[src/cdgcr_pkg.sv]
/*
  Constants, field layouts and carrier types for the capture DMA and
  port control register block.
  Assumes a 12-bit byte offset and 32-bit data on the register port.
*/
package cdgcr_pkg;

  // ---------------------------------------------------------------
  // Register offsets
  // ---------------------------------------------------------------
  localparam int          ADDR_W       = 12;
  localparam logic [11:0] OFF_STATUS   = 12'h100;
  localparam logic [11:0] OFF_MASK     = 12'h104;
  localparam logic [11:0] OFF_CTL      = 12'h10C;
  localparam logic [11:0] OFF_START    = 12'h114;
  localparam logic [11:0] OFF_OE       = 12'h118;
  localparam logic [11:0] OFF_INSEL    = 12'h11C;
  localparam logic [11:0] OFF_PC       = 12'h120;
  localparam logic [11:0] OFF_DATA_LO  = 12'h200;
  localparam logic [11:0] OFF_DATA_HI  = 12'h2FF;

  // ---------------------------------------------------------------
  // Reset values and field positions
  // ---------------------------------------------------------------
  localparam logic [23:0] RST_MASK     = 24'h000000;
  localparam logic [15:0] RST_CTL      = 16'h0000;
  localparam logic [31:0] RST_START    = 32'h00000000;
  localparam logic [31:0] RST_PC       = 32'h00000000;
  localparam logic [23:0] RST_OE       = 24'h000000;
  localparam logic [23:0] RST_INSEL    = 24'h000000;
  localparam logic [23:0] RST_DATA     = 24'h000000;
  localparam logic [15:0] CTL_WR_MASK  = 16'hFCFF;
  localparam int          IRQ_SRC_W    = 23;
  localparam int          COMPAT_BIT   = 23;
  localparam int          PORT_IRQ_BIT = 9;
  localparam int          PORT_W       = 24;
  localparam logic [31:0] PC_STEP      = 32'h00000004;

  localparam logic [1:0]  MODE_NORMAL  = 2'h0;
  localparam logic [1:0]  MODE_PIX_OUT = 2'h1;
  localparam logic [1:0]  MODE_PIX_IN  = 2'h2;

  // ---------------------------------------------------------------
  // Carrier types
  // ---------------------------------------------------------------
  typedef struct packed {
    logic       port_irq_edge_select;
    logic       port_irq_invert;
    logic       strobe_edge_select;
    logic [1:0] port_function_mode;
    logic       port_clock_direction;
    logic [1:0] reserved;
    logic [1:0] planar_trigger_second_third;
    logic [1:0] planar_trigger_first;
    logic [1:0] packed_trigger_level;
    logic       dma_engine_enable;
    logic       fifo_enable;
  } cdgcr_ctl_t;

  typedef struct packed {
    logic       engine_enable;
    logic       fifo_enable;
    logic       fifo_flush;
    logic [5:0] trig_first;
    logic [5:0] trig_second_third;
    logic [5:0] trig_packed;
  } cdgcr_dma_t;

  // Trigger code to double-word count: 4, 8, 16, 32
  function automatic logic [5:0] cdgcr_trig_dwords(input logic [1:0] code);
    return 6'h04 << code;
  endfunction : cdgcr_trig_dwords

endpackage : cdgcr_pkg

[src/cdgcr_sync3.sv]
/*
  Three-stage synchroniser for pin inputs.
  Assumes inputs asynchronous to core_clk_i; a bit changes at the output
  only once the second and third stages agree.
*/
`timescale 1ns/1ps
module cdgcr_sync3 #(
  parameter int W = 1
) (
  input  wire logic         core_clk_i,
  input  wire logic         rst_i,
  input  wire logic [W-1:0] async_i,
  output logic      [W-1:0] sync_o
);

  logic [W-1:0] s1_r;
  logic [W-1:0] s2_r;
  logic [W-1:0] s3_r;
  logic [W-1:0] out_r;
  logic [W-1:0] out_nxt;

  // Agreement filter swallows a single-stage glitch
  always_comb begin
    out_nxt = (s2_r ~^ s3_r) & s3_r | (s2_r ^ s3_r) & out_r;
  end

  always_ff @(posedge core_clk_i or posedge rst_i) begin
    if (rst_i) begin
      s1_r  <= '0;
      s2_r  <= '0;
      s3_r  <= '0;
      out_r <= '0;
    end else begin
      s1_r  <= async_i;
      s2_r  <= s1_r;
      s3_r  <= s2_r;
      out_r <= out_nxt;
    end
  end

  assign sync_o = out_r;
endmodule : cdgcr_sync3

[src/cdgcr_edge_capture.sv]
/*
  Captures the port inputs on the programmed edge of the write strobe.
  Assumes strobe and data already synchronised with equal latency.
*/
`timescale 1ns/1ps
module cdgcr_edge_capture #(
  parameter int W = 24
) (
  input  wire logic         core_clk_i,
  input  wire logic         rst_i,
  input  wire logic         strobe_i,
  input  wire logic         edge_sel_i,
  input  wire logic [W-1:0] data_i,
  output logic      [W-1:0] data_o
);

  logic         strobe_d_r;
  logic         hit;
  logic [W-1:0] cap_r;
  logic [W-1:0] cap_nxt;

  always_comb begin
    hit     = edge_sel_i ? (strobe_d_r & ~strobe_i) : (~strobe_d_r & strobe_i);
    cap_nxt = hit ? data_i : cap_r;
  end

  always_ff @(posedge core_clk_i or posedge rst_i) begin
    if (rst_i) begin
      strobe_d_r <= 1'b0;
      cap_r      <= '0;
    end else begin
      strobe_d_r <= strobe_i;
      cap_r      <= cap_nxt;
    end
  end

  assign data_o = cap_r;
endmodule : cdgcr_edge_capture

[src/cdgcr_regs.sv]
/*
  Control registers of the capture DMA engine and general-purpose port:
  interrupt mask and request, DMA start address and program counter,
  FIFO control and trigger points, port enables, capture and data.
  Assumes a simple register port (one-cycle write/read strobes), pending
  status bits supplied by the interrupt status register beside it.
*/
`timescale 1ns/1ps

// Operation
// - Mask bits 22:0 pass matching pending status to interrupt; reset zero.
// - Unmasking an already pending status raises the interrupt immediately.
// - Interrupt is a level, held while any unmasked status stays pending.
// - Mask bit 23 selects host chipset compatibility; resets to zero.
// - Read-only register returns DMA program counter, may lead execution.
// - Enable rising edge loads start address into program counter.
// - Control bit 1 enables DMA instruction processing; clear stops it.
// - Control bit 0 enables pixel FIFO; zero flushes and holds it reset.
// - Planar trigger fields code 4, 8, 16 or 32 double words.
// - Packed trigger field codes total double words before a burst.
// - Mode field: normal port, pixel output, pixel input, reserved.
// - Clock direction bit drives pixel clock out or takes it in.
// - Invert bit flips external interrupt input right after its buffer.
// - Strobe edge bit: zero captures on rising, one on falling.
// - Each output-enable bit turns on its pin driver; reset zero.
// - Input-select bit picks direct pin or captured value for reads.
// - Data window writes drive outputs, reads return input buffer.
// - Status bits clear by writing one; zero leaves them unchanged.
// - Port interrupt status sets on programmed edge or level of pin.
// - Parity error during instruction fetch clears the DMA enable.
module cdgcr_regs
  import cdgcr_pkg::*;
(
  input  wire logic              core_clk_i,
  input  wire logic              rst_i,
  input  wire logic              reg_wr_i,
  input  wire logic              reg_rd_i,
  input  wire logic [ADDR_W-1:0] reg_addr_i,
  input  wire logic [31:0]       reg_wdata_i,
  output logic      [31:0]       reg_rdata_o,
  input  wire logic [22:0]       int_status_i,
  output logic                   irq_o,
  output logic                   port_irq_status_o,
  output logic                   host_chipset_compat_o,
  input  wire logic              dma_parity_err_i,
  input  wire logic              dma_fetch_advance_i,
  output cdgcr_dma_t             dma_ctl_o,
  output logic      [31:0]       dma_program_counter_o,
  output logic      [1:0]        port_function_mode_o,
  input  wire logic [23:0]       port_pin_data_i,
  output logic      [23:0]       port_pin_data_o,
  output logic      [23:0]       port_pin_data_oe_n_o,
  input  wire logic              port_write_strobe_pin_i,
  input  wire logic              external_irq_pin_i,
  input  wire logic              single_rate_pixel_clock_i,
  output logic                   port_clock_pin_o,
  output logic                   port_clock_pin_oe_n_o,
  output logic                   pixel_clock_from_pin_o
);

  // ---------------------------------------------------------------
  // State
  // ---------------------------------------------------------------
  logic [23:0] mask_r;
  logic [23:0] mask_nxt;
  cdgcr_ctl_t  ctl_r;
  cdgcr_ctl_t  ctl_nxt;
  logic [31:0] start_r;
  logic [31:0] start_nxt;
  logic [31:0] pc_r;
  logic [31:0] pc_nxt;
  logic [23:0] oe_r;
  logic [23:0] oe_nxt;
  logic [23:0] insel_r;
  logic [23:0] insel_nxt;
  logic [23:0] data_r;
  logic [23:0] data_nxt;
  logic        pirq_r;
  logic        pirq_nxt;
  logic        irq_src_d_r;
  logic        irq_src_d_nxt;
  logic        irq_r;
  logic        irq_nxt;
  logic [31:0] rdata_r;
  logic [31:0] rdata_nxt;

  logic [23:0] pin_sync;
  logic [23:0] pin_cap;
  logic        strobe_sync;
  logic        irq_pin_sync;
  logic        irq_src;
  logic        pirq_set;
  logic        in_window;
  logic [23:0] port_read;
  logic [22:0] pending;
  logic        en_rise;

  // ---------------------------------------------------------------
  // Pin synchronisers and strobe capture
  // ---------------------------------------------------------------
  cdgcr_sync3 #(
    .W (PORT_W + 2)
  ) u_sync (
    .core_clk_i (core_clk_i),
    .rst_i      (rst_i),
    .async_i    ({port_write_strobe_pin_i, external_irq_pin_i, port_pin_data_i}),
    .sync_o     ({strobe_sync, irq_pin_sync, pin_sync})
  );

  cdgcr_edge_capture #(
    .W (PORT_W)
  ) u_cap (
    .core_clk_i (core_clk_i),
    .rst_i      (rst_i),
    .strobe_i   (strobe_sync),
    .edge_sel_i (ctl_r.strobe_edge_select),
    .data_i     (pin_sync),
    .data_o     (pin_cap)
  );

  // ---------------------------------------------------------------
  // Register writes and hardware updates
  // ---------------------------------------------------------------
  always_comb begin
    mask_nxt      = mask_r;
    ctl_nxt       = ctl_r;
    start_nxt     = start_r;
    oe_nxt        = oe_r;
    insel_nxt     = insel_r;
    data_nxt      = data_r;
    in_window     = (reg_addr_i >= OFF_DATA_LO) && (reg_addr_i <= OFF_DATA_HI);
    if (reg_wr_i) begin
      if (reg_addr_i == OFF_MASK) begin
        mask_nxt = reg_wdata_i[23:0];
      end
      if (reg_addr_i == OFF_CTL) begin
        // Reserved bits never stored, so they always read zero
        ctl_nxt = cdgcr_ctl_t'(reg_wdata_i[15:0] & CTL_WR_MASK);
      end
      if (reg_addr_i == OFF_START) begin
        start_nxt = reg_wdata_i;
      end
      if (reg_addr_i == OFF_OE) begin
        oe_nxt = reg_wdata_i[23:0];
      end
      if (reg_addr_i == OFF_INSEL) begin
        insel_nxt = reg_wdata_i[23:0];
      end
      if (in_window) begin
        data_nxt = reg_wdata_i[23:0];
      end
    end
    // Parity stop overrides a software set in the same cycle
    if (dma_parity_err_i) begin
      ctl_nxt.dma_engine_enable = 1'b0;
    end
  end

  // ---------------------------------------------------------------
  // DMA program counter
  // ---------------------------------------------------------------
  always_comb begin
    en_rise = ctl_nxt.dma_engine_enable & ~ctl_r.dma_engine_enable;
    pc_nxt  = pc_r;
    if (en_rise) begin
      pc_nxt = start_nxt;
    end else if (ctl_r.dma_engine_enable && dma_fetch_advance_i) begin
      // Advances on prefetch, so it may lead execution
      pc_nxt = pc_r + PC_STEP;
    end
  end

  // ---------------------------------------------------------------
  // Port interrupt and interrupt request
  // ---------------------------------------------------------------
  always_comb begin
    irq_src       = irq_pin_sync ^ ctl_r.port_irq_invert;
    irq_src_d_nxt = irq_src;
    pirq_set      = ctl_r.port_irq_edge_select ? (irq_src & ~irq_src_d_r)
                                               : irq_src;
    pirq_nxt      = pirq_r;
    if (reg_wr_i && reg_addr_i == OFF_STATUS && reg_wdata_i[PORT_IRQ_BIT]) begin
      pirq_nxt = 1'b0;
    end
    if (pirq_set) begin
      pirq_nxt = 1'b1;
    end
    pending                = int_status_i;
    pending[PORT_IRQ_BIT]  = int_status_i[PORT_IRQ_BIT] | pirq_r;
    // Level request, recomputed every cycle from mask and pending
    irq_nxt = |(pending & mask_nxt[IRQ_SRC_W-1:0]);
  end

  // ---------------------------------------------------------------
  // Read path
  // ---------------------------------------------------------------
  always_comb begin
    port_read = (insel_r & pin_cap) | (~insel_r & pin_sync);
    rdata_nxt = 32'h00000000;
    if (reg_rd_i) begin
      unique case (1'b1)
        reg_addr_i == OFF_MASK:  rdata_nxt = {8'h00, mask_r};
        reg_addr_i == OFF_CTL:   rdata_nxt = {16'h0000, ctl_r};
        reg_addr_i == OFF_START: rdata_nxt = start_r;
        reg_addr_i == OFF_OE:    rdata_nxt = {8'h00, oe_r};
        reg_addr_i == OFF_INSEL: rdata_nxt = {8'h00, insel_r};
        reg_addr_i == OFF_PC:    rdata_nxt = pc_r;
        in_window: begin
          // Only meaningful in normal port mode; other modes read zero
          if (ctl_r.port_function_mode == MODE_NORMAL) begin
            rdata_nxt = {8'h00, port_read};
          end
        end
        default: rdata_nxt = 32'h00000000;
      endcase
    end
  end

  // ---------------------------------------------------------------
  // Registers
  // ---------------------------------------------------------------
  always_ff @(posedge core_clk_i or posedge rst_i) begin
    if (rst_i) begin
      mask_r      <= RST_MASK;
      ctl_r       <= cdgcr_ctl_t'(RST_CTL);
      start_r     <= RST_START;
      pc_r        <= RST_PC;
      oe_r        <= RST_OE;
      insel_r     <= RST_INSEL;
      data_r      <= RST_DATA;
      pirq_r      <= 1'b0;
      irq_src_d_r <= 1'b0;
      irq_r       <= 1'b0;
      rdata_r     <= 32'h00000000;
    end else begin
      mask_r      <= mask_nxt;
      ctl_r       <= ctl_nxt;
      start_r     <= start_nxt;
      pc_r        <= pc_nxt;
      oe_r        <= oe_nxt;
      insel_r     <= insel_nxt;
      data_r      <= data_nxt;
      pirq_r      <= pirq_nxt;
      irq_src_d_r <= irq_src_d_nxt;
      irq_r       <= irq_nxt;
      rdata_r     <= rdata_nxt;
    end
  end

  // ---------------------------------------------------------------
  // Outputs
  // ---------------------------------------------------------------
  assign reg_rdata_o           = rdata_r;
  assign irq_o                 = irq_r;
  assign port_irq_status_o     = pirq_r;
  assign host_chipset_compat_o = mask_r[COMPAT_BIT];
  assign dma_program_counter_o = pc_r;
  assign port_function_mode_o  = ctl_r.port_function_mode;
  assign port_pin_data_o       = data_r;
  assign port_pin_data_oe_n_o  = ~oe_r;

  assign dma_ctl_o.engine_enable     = ctl_r.dma_engine_enable;
  assign dma_ctl_o.fifo_enable       = ctl_r.fifo_enable;
  assign dma_ctl_o.fifo_flush        = ~ctl_r.fifo_enable;
  assign dma_ctl_o.trig_first        = cdgcr_trig_dwords(ctl_r.planar_trigger_first);
  assign dma_ctl_o.trig_second_third =
    cdgcr_trig_dwords(ctl_r.planar_trigger_second_third);
  assign dma_ctl_o.trig_packed       = cdgcr_trig_dwords(ctl_r.packed_trigger_level);

  // Clock routing only; the pin clock itself is muxed outside this block
  assign port_clock_pin_o       = single_rate_pixel_clock_i & ctl_r.port_clock_direction;
  assign port_clock_pin_oe_n_o  = ~ctl_r.port_clock_direction;
  assign pixel_clock_from_pin_o = ~ctl_r.port_clock_direction &&
                                  ctl_r.port_function_mode == MODE_PIX_IN;
endmodule : cdgcr_regs

[config.mk]
export PLATFORM = sky130hd
export DESIGN_NAME = cdgcr_regs
export DESIGN_NICKNAME = d
export VERILOG_FILES = /design/src/cdgcr_pkg.sv /design/src/cdgcr_sync3.sv /design/src/cdgcr_edge_capture.sv /design/src/cdgcr_regs.sv
export SDC_FILE = /design/constraint.sdc
export NUM_CORES = 1
export LEC_CHECK = 0
export ABC_AREA = 1
export BUFFER_PORTS_ARGS = -buffer_cell sky130_fd_sc_hd__buf_2
export CORE_MARGIN = 1
export CORE_UTILIZATION = 45
export DETAILED_ROUTE_END_ITERATION = 16
export PLACE_DENSITY_LB_ADDON = 0.3
export SLEW_MARGIN = 25
export SYNTH_ARGS = -nofsm -noshare
export SYNTH_HDL_FRONTEND = slang
export SYNTH_SLANG_ARGS = --single-unit
export TNS_END_PERCENT = 5
[constraint.sdc]
create_clock -name core_clk_i -period 25 [get_ports core_clk_i]
set_clock_uncertainty 0.15 [all_clocks]
set_input_delay 1.25 -clock core_clk_i [delete_from_list [all_inputs] [get_ports core_clk_i]]
set_output_delay 1.25 -clock core_clk_i [all_outputs]
set_load 0.01 [all_outputs]
==> results.md, run 1 <==
* Status: finished clean
* Drt first-iter violations at 1141
* Worst min path class: reg -> reg
* Max VDD drop at 0.0568 mV
* Via count at around 12k
* Post-synthesis cell count at 1607
* Area of the multi-input gates at between 5000 and 6000 um^2
* Ys async rst share at 1.00
* Max transition margin at 0.443
* Yosys top cell area share at 0.576
* Warnings, synthesis at 0
* Area leader, netlist: dfrtp_1
* GR Util All Layers at 0.254
* Drt total wl at 41800 um
* P&R area growth vs syn at 18.5%
* Utilization after layout at 0.547
* Synthesized area at ~15000 um^2
* Most Crowded Layer GR: met2
* Largest net degree at the start of global routing at 101
* 1st-pass router iterations at 6
* Hold_buf cts at 0
* CP startpoint kind: primary input
* Static Leak at 8.55 nW
* Final Max Tran Viols at 0
* DRC at 0
* # rows at 65
* Cell Count Post-Placement at 2217
* Via density at 5.19
* Worst-margin pin slew at 833 ps
* CTS tree: built
* Initial antenna violation count at 1
* Critical Path RT at between 20000 and 30000 ps
* GPL Wtd Cong at 0.971
* Synth cell types at 41
* Layout cells sized above 1 at 0.182
* Seq. cell area at 8460 um^2
* Core area at 31800 um^2
* GRT met1 Usage at 0.367
* Min Tclk post-route at 3510 ps
* Final period util at 0.140
* Die ar. at 33300 um^2
* Clock transition at path regs at about 60 ps
* I/O Pins at ~240
* Syn_area_per_cell at 9.13 um^2
* Number of nets in the layout at 1948
* Overflow after GRT at 0
* WL/cell at 18.3 um
* Setup Buffers After CTS at 0
* CP arrival at 3760 ps
* #FFs+latches synth at between 300 and 400
* DIE HEIGHT at ~180 um
* Worst reg-to-reg setup slack at 22490 ps
* Crit. End Element: flop
* Max clock buf depth at 3
* Fin Setup TNS at 0 ps
* Starting Density at 0.461
* Number of synthesized flops with an enable pin at 0
* # setup viols final at 0
* N_diodes at 0
* Final Hold Vio Count at 0
* Filler cells at a little under 3k
* RSZ-0062 raised after global routing: no
* Clock Latency Late Sink at roughly 540 ps
* Dominant synthesized flop cell: dfrtp_1
* Peak Freq at around 280 MHz
* Pwr dens at 71.4 nW/um^2
* Top cells by area, synth: dfrtp_1, nand2_1, o21ai_0, inv_1, nor2_1
* CTS buffer count at 37
* Die outline width at 183 um
* GR Layer Usage met2 at 0.374
* Crit-path max FO at 25
* CTS resizes at 0
* TritonCTS Sinks at between 300 and 400
* Final cell count without fillers at 2284
* Crit Path Category: in -> reg
* Vias in the first global route at approximately 11k
* # Max-Cap Violations at 0
* Post-synthesis sequential area ratio at 0.576
* Port buffer count at 234
* Global-route wire length before repair at 64400 um
* H-tree levels at 2
* Clk root buf: clkbuf_16
* DPL Wire Length at 30600 um
* GR Layer Usage met3 at 0.0535
* Final ANT Viol Nets at 0
metal layers:
| layer | vias to the layer above | share of wire | wire [um] |
|---|---|---|---|
| li1 | 5622 | - | - |
| met4 | 2 | 0.034 | 1410 |
| met1 | 5651 | 0.44 | 18500 |
| met2 | 490 | 0.44 | 18400 |
| met3 | 89 | 0.084 | 3520 |
| met5 | - | 0.00031 | 13 |
cell usage after synthesis, drive strengths merged (3+ instances only):
library cell  count
ha               27
o21a              3
o21ai           187
dfrtp           338
clkbuf           27
a21oi            65
nor2            114
and2             17
inv             206
o211ai           25
nand4            30
nor3             29
o22ai            23
nand3            75
o221ai            3
buf              46
xor2             15
a21o             27
clkinv            3
nand2           340
power by group:
| part | total (W) | internal (W) | switching [W] |
|---|---|---|---|
| Clock | 0.000561 | 0.000338 | 0.000223 |
| Combinational | 0.0000854 | 0.0000309 | 0.0000545 |
| Sequential | 0.000595 | 0.000579 | 0.0000162 |
final cells by class:
cell class | instances | share of cell area
clock inverter | 15 | 0.0101
tap | 435 | 0.0313
sequential | 338 | 0.486
timing repair buffer | 243 | 0.0730
inverter | 209 | 0.0456
clock buffer | 52 | 0.0629
multi-input combinational | 992 | 0.291
stage by stage:
step	instance area (um^2)	setup WS (ps)	power [W]	hold WS (ps)
3_5_place_dp	16100	20880	0.000691	185
5_1_grt	17400	21290	0.00129	196
6_report	17400	21490	0.00124	191
4_1_cts	17400	21440	0.00125	194
3_3_place_gp	16100	20910	0.000687	183
2_1_floorplan	14700	14230	0.000652	181
cells in the final DEF (no fill, tap or decap), drive strengths merged, types with 14 or more instances in the layout:
cell type  Yosys  layout
a21o          27      27
a21oi         65      65
and2          17      17
buf           46     243
clkbuf        27      52
clkinv         3      14
dfrtp        338     338
ha            27      27
inv          206     207
nand2        340     340
nand3         75      75
nand4         30      30
nor2         114     114
nor3          29      29
o211ai        25      25
o21ai        187     187
o22ai         23      23
xor2          15      15
path summary, 6_finish.rpt:
check | start | endpoint | cells after the start
setup / recovery | reg_addr_i[6] | dma_program_counter_o[27] | 11
hold / removal | u_sync.s1_r[19] | u_sync.s2_r[19] | 0
setup reg to reg | port_function_mode_o[0] | reg_rdata_o[8] | 7
hold reg to reg | u_sync.s1_r[19] | u_sync.s2_r[19] | 0
max in group asynchronous | rst_i | oe_r[14] | 4
min in group asynchronous | rst_i | port_pin_data_o[12] | 2
critical path: stages:
cell and delay [ps]:
buf_2 100, nor2_2 150, nand2_2 140, nor2_8 340, nand2_4 130, nor2_8 300, nand4_4 180, nand2_1 650
inv_2 270, nand2_1 130, nand3_1 90
sequential cells by signal, indices dropped and copies added (netlist names), 24 cells and up:
register / flops
dma_program_counter_o: 32
reg_rdata_o: 32
start_r: 32
u_sync.s1_r: 26
u_sync.s2_r: 26
u_sync.s3_r: 26
u_sync.sync_o: 26
insel_r: 24
mask_r: 24
oe_r: 24
port_pin_data_o: 24
u_cap.data_o: 24
cells by family (layout without fill, tap and decap cells):
logic type,Yosys count,in the layout,share of synthesized area
AO/OA/AOI/OAI,335,335,0.127
XOR/XNOR,16,16,0.00955
adder cells (fa/ha/maj),27,27,0.0230
buffers and inverters,282,519,0.0815
flip-flops,338,338,0.576
multiplexers,1,1,0.000767
other,1,6,0.000256
AND/OR/NAND/NOR,607,607,0.182
No activity file was read; power rests on OpenSTA's default activity.
==> run 2, diff against run 1 <==
--- a/config.mk
+++ b/config.mk
@@ -5,7 +5,7 @@
 export SDC_FILE = /design/constraint.sdc
 export NUM_CORES = 1
 export LEC_CHECK = 0
-export ABC_AREA = 1
+export ABC_AREA = 0
 export BUFFER_PORTS_ARGS = -buffer_cell sky130_fd_sc_hd__buf_2
 export CORE_MARGIN = 1
 export CORE_UTILIZATION = 45
==> constraint.sdc (replaced) <==
create_clock -name core_clk_i -period 3 [get_ports core_clk_i]
set_clock_uncertainty 0.15 [all_clocks]
set_input_delay 0.15 -clock core_clk_i [delete_from_list [all_inputs] [get_ports core_clk_i]]
set_output_delay 0.15 -clock core_clk_i [all_outputs]
set_load 0.01 [all_outputs]
==> run 2 against run 1 <==
Register-to-register slack lost 22000 ps. Global-route usage is 0.068 points lower. Routed wire length shrank 5.9%. Critical path depth shrank 2. Critical path type unchanged.
==> results.md, run 2 <==
* Number of synthesized flops with an enable pin at 0
* Worst reg-to-reg setup slack at 260 ps
* Post-synthesis cell count at 1119
* Cells on worst reg2reg path at 5
* # setup viols final at 0
* Commonest cells in the netlist: dfrtp_1, mux2_2, nand2_1
* GPL Wtd Cong at ~0.9
* Final Hold Vio Count at 0
* # Max-Cap Violations at 0
* Peak Freq at about 360 MHz
* Max stage delay on crit path at 550 ps
* Status: finished clean
* # rows at 64
* Filler cells at between 2k and 3k
* P&R area growth vs syn at 26.4%
* Pwr dens at 560 nW/um^2
* Placement Cell Area at roughly 16000 um^2
* Total power at 0.00994 W
* CP top delay family: simple AND/OR/NAND/NOR gates
* CTS buffer count at 36
* DRC at 0
* Layout cells sized above 1 at 0.333
* Max VDD drop at 0.486 mV
* Drt total wl at 39300 um
* Crit path buf inv count at 3
* Number of cells on the critical path at 9
* Largest net degree at the start of global routing at 90
* Post-synthesis sequential area ratio at 0.603
* I/O Pins at 241
* Crit. End Element: flop
* Area of the multi-input gates at 5230 um^2
* Ys async rst share at 1.00
* Core area at 30700 um^2
* Worst min path class: in -> async
* Via density at 5.57
* Crit Path Category: in -> reg
* Crit-path max FO at 15
* RSZ-0062 raised after global routing: no
* N_diodes at 0
* FF-to-FF End: irq_o
* CTS tree: built
* WL/cell at 21.0 um
* Max clock buf depth at 3
* Setup ws final at roughly 200 ps
* CP arrival at 3020 ps
* Final Instance Area at 17700 um^2
* Clock Latency Late Sink at 510 ps
* Seq. cell area at 8460 um^2
* Min Tclk post-route at 2800 ps
* Die ar. at 31900 um^2
* DPL Wire Length at between 20000 and 30000 um
* Most common cell in the netlist: dfrtp_1
* Number of nets in the layout at between 1.5k and 2k
* Static Leak at 8.71 nW
* Port buffer count at 234
* Die outline width at 179 um
* Synthesized area at 14000 um^2
* Critical Path RT at 3220 ps
* TritonCTS Sinks at ~340
* Final ANT Viol Nets at 0
* #FFs+latches synth at approximately 340
* Clk root buf: clkbuf_16
* Starting Density at 0.458
* CTS resizes at 0
* Clock transition at path regs at 60 ps
* Drt first-iter violations at 809
* CP startpoint kind: primary input
* Worst R2R Start: mask_r[20]
* Via count at 10.4k
* Global-route wire length before repair at 60600 um
* Overflow after GRT at 0
* Worst-margin pin slew at 935 ps
* 1st-pass router iterations at 5
* Area leader, netlist: dfrtp_1
* Yosys top cell area share at 0.603
* Syn_area_per_cell at 12.5 um^2
* Dominant synthesized flop cell: dfrtp_1
* Crit path cell chain: buf_2, nor4b_4, nand4_4, buf_12, mux2_2, a22o_1, dlygate4sd3_1, or4_1, or4b_1
* Final Max Tran Viols at 0
* GR Util All Layers at 0.253
* Dpl ws at 46.8 ps
* Top cells by area, synth: dfrtp_1, mux2_2, nand2_1, mux2i_1, ha_1
* CP max stage cell: dlygate4sd3_1
* H-tree levels at 2
* DIE HEIGHT at 179 um
* Commonest non-fill, non-tap cells in the layout: dfrtp_1, buf_2, mux2_2
* Synth cell types at 58
* Warnings, synthesis at 0
* Initial antenna violation count at 0
* Commonest non-fill, non-tap cell in the layout: dfrtp_1
* Max transition margin at 0.377
* Vias in the first global route at 10.6k
* Final period util at 0.934
[run 2: changes by cell type after synthesis, moves of 20 or more]
cell	change
buf_2	-24
nor2_1	-73
mux2_2	+146
nand2_1	-218
a31oi_1	+23
inv_1	-168
a21oi_1	-47
o21ai_0	-109
nand4_1	-20
a221oi_1	+24
nand3_1	-54
mux2i_1	+35
nor3_1	-26
o211ai_1	-22
[run 2: worst max-delay path by stage]
stage | from | end | slack [ps]
floorplan | rst_i | ctl_r[10] | -1820
global placement | reg_addr_i[0] | irq_o | 150
detailed placement | reg_addr_i[0] | irq_o | 50
CTS | reg_addr_i[0] | irq_o | 50
global route | reg_addr_i[0] | irq_o | 110
finish | reg_addr_i[0] | irq_o | 200
[run 2: routing by layer]
metal | routed length [um] | part of all wire | global-route usage | vias up
met5 | 0 | 0 | 0 | -
met4 | 1160 | 0.030 | 0.0862 | 0
met3 | 2800 | 0.071 | 0.0416 | 81
met2 | 18200 | 0.46 | 0.404 | 415
met1 | 17200 | 0.44 | 0.349 | 5229
li1 | - | - | - | 4682
[run 2: cell families after synthesis]
group                      share of synthesized area
buffers and inverters                         0.0290
xor gates and xnor gates                    0.000624
adders and majority gates                     0.0241
muxes                                          0.145
and+or+nand+nor                               0.0979
DFF                                            0.603
AOI/OAI and AO/OA                              0.100
other                                       0.000267
[run 2: worst reg2reg max path, stage by stage (launching register included)]
cell	delay (ps)
dfrtp_1	420
mux2_2	290
a22o_1	230
dlygate4sd3_1	550
or4_1	480
or4b_1	480
[run 2: what timing repair did]
action / in CTS / in global routing
endpoints found under the setup margin: 0 / 1
hold buffers: 78 / 0
hold endpoints to repair: 435 / 0
setup buffers: 0 / 3
[run 2: cell type report]
cell class | instances | share of cell area
Clock inverter | 6 | 0.00169
Tap cell | 396 | 0.0279
Sequential cell | 338 | 0.477
Inverter | 34 | 0.00741
Multi-Input combinational cell | 690 | 0.295
Clock buffer | 53 | 0.0601
Timing Repair Buffer | 351 | 0.131
[run 2: metrics by stage]
stage          utilization  hold slack, ps  setup TNS (ps)  instances
2_1_floorplan            -            31.4         -614680       1124
3_3_place_gp         0.516            6.79               0       1728
3_5_place_dp         0.516            5.61               0       1728
4_1_cts              0.577            2.16               0       1865
5_1_grt              0.578            21.4               0       1868
6_report             0.578            17.6               0       1868
[run 2: where the power goes]
group	switching (W)	leakage [nW]	internal, W
clock network	0.00172	0.546	0.00244
registers	0.000143	4.39	0.00485
logic	0.000387	3.77	0.000399
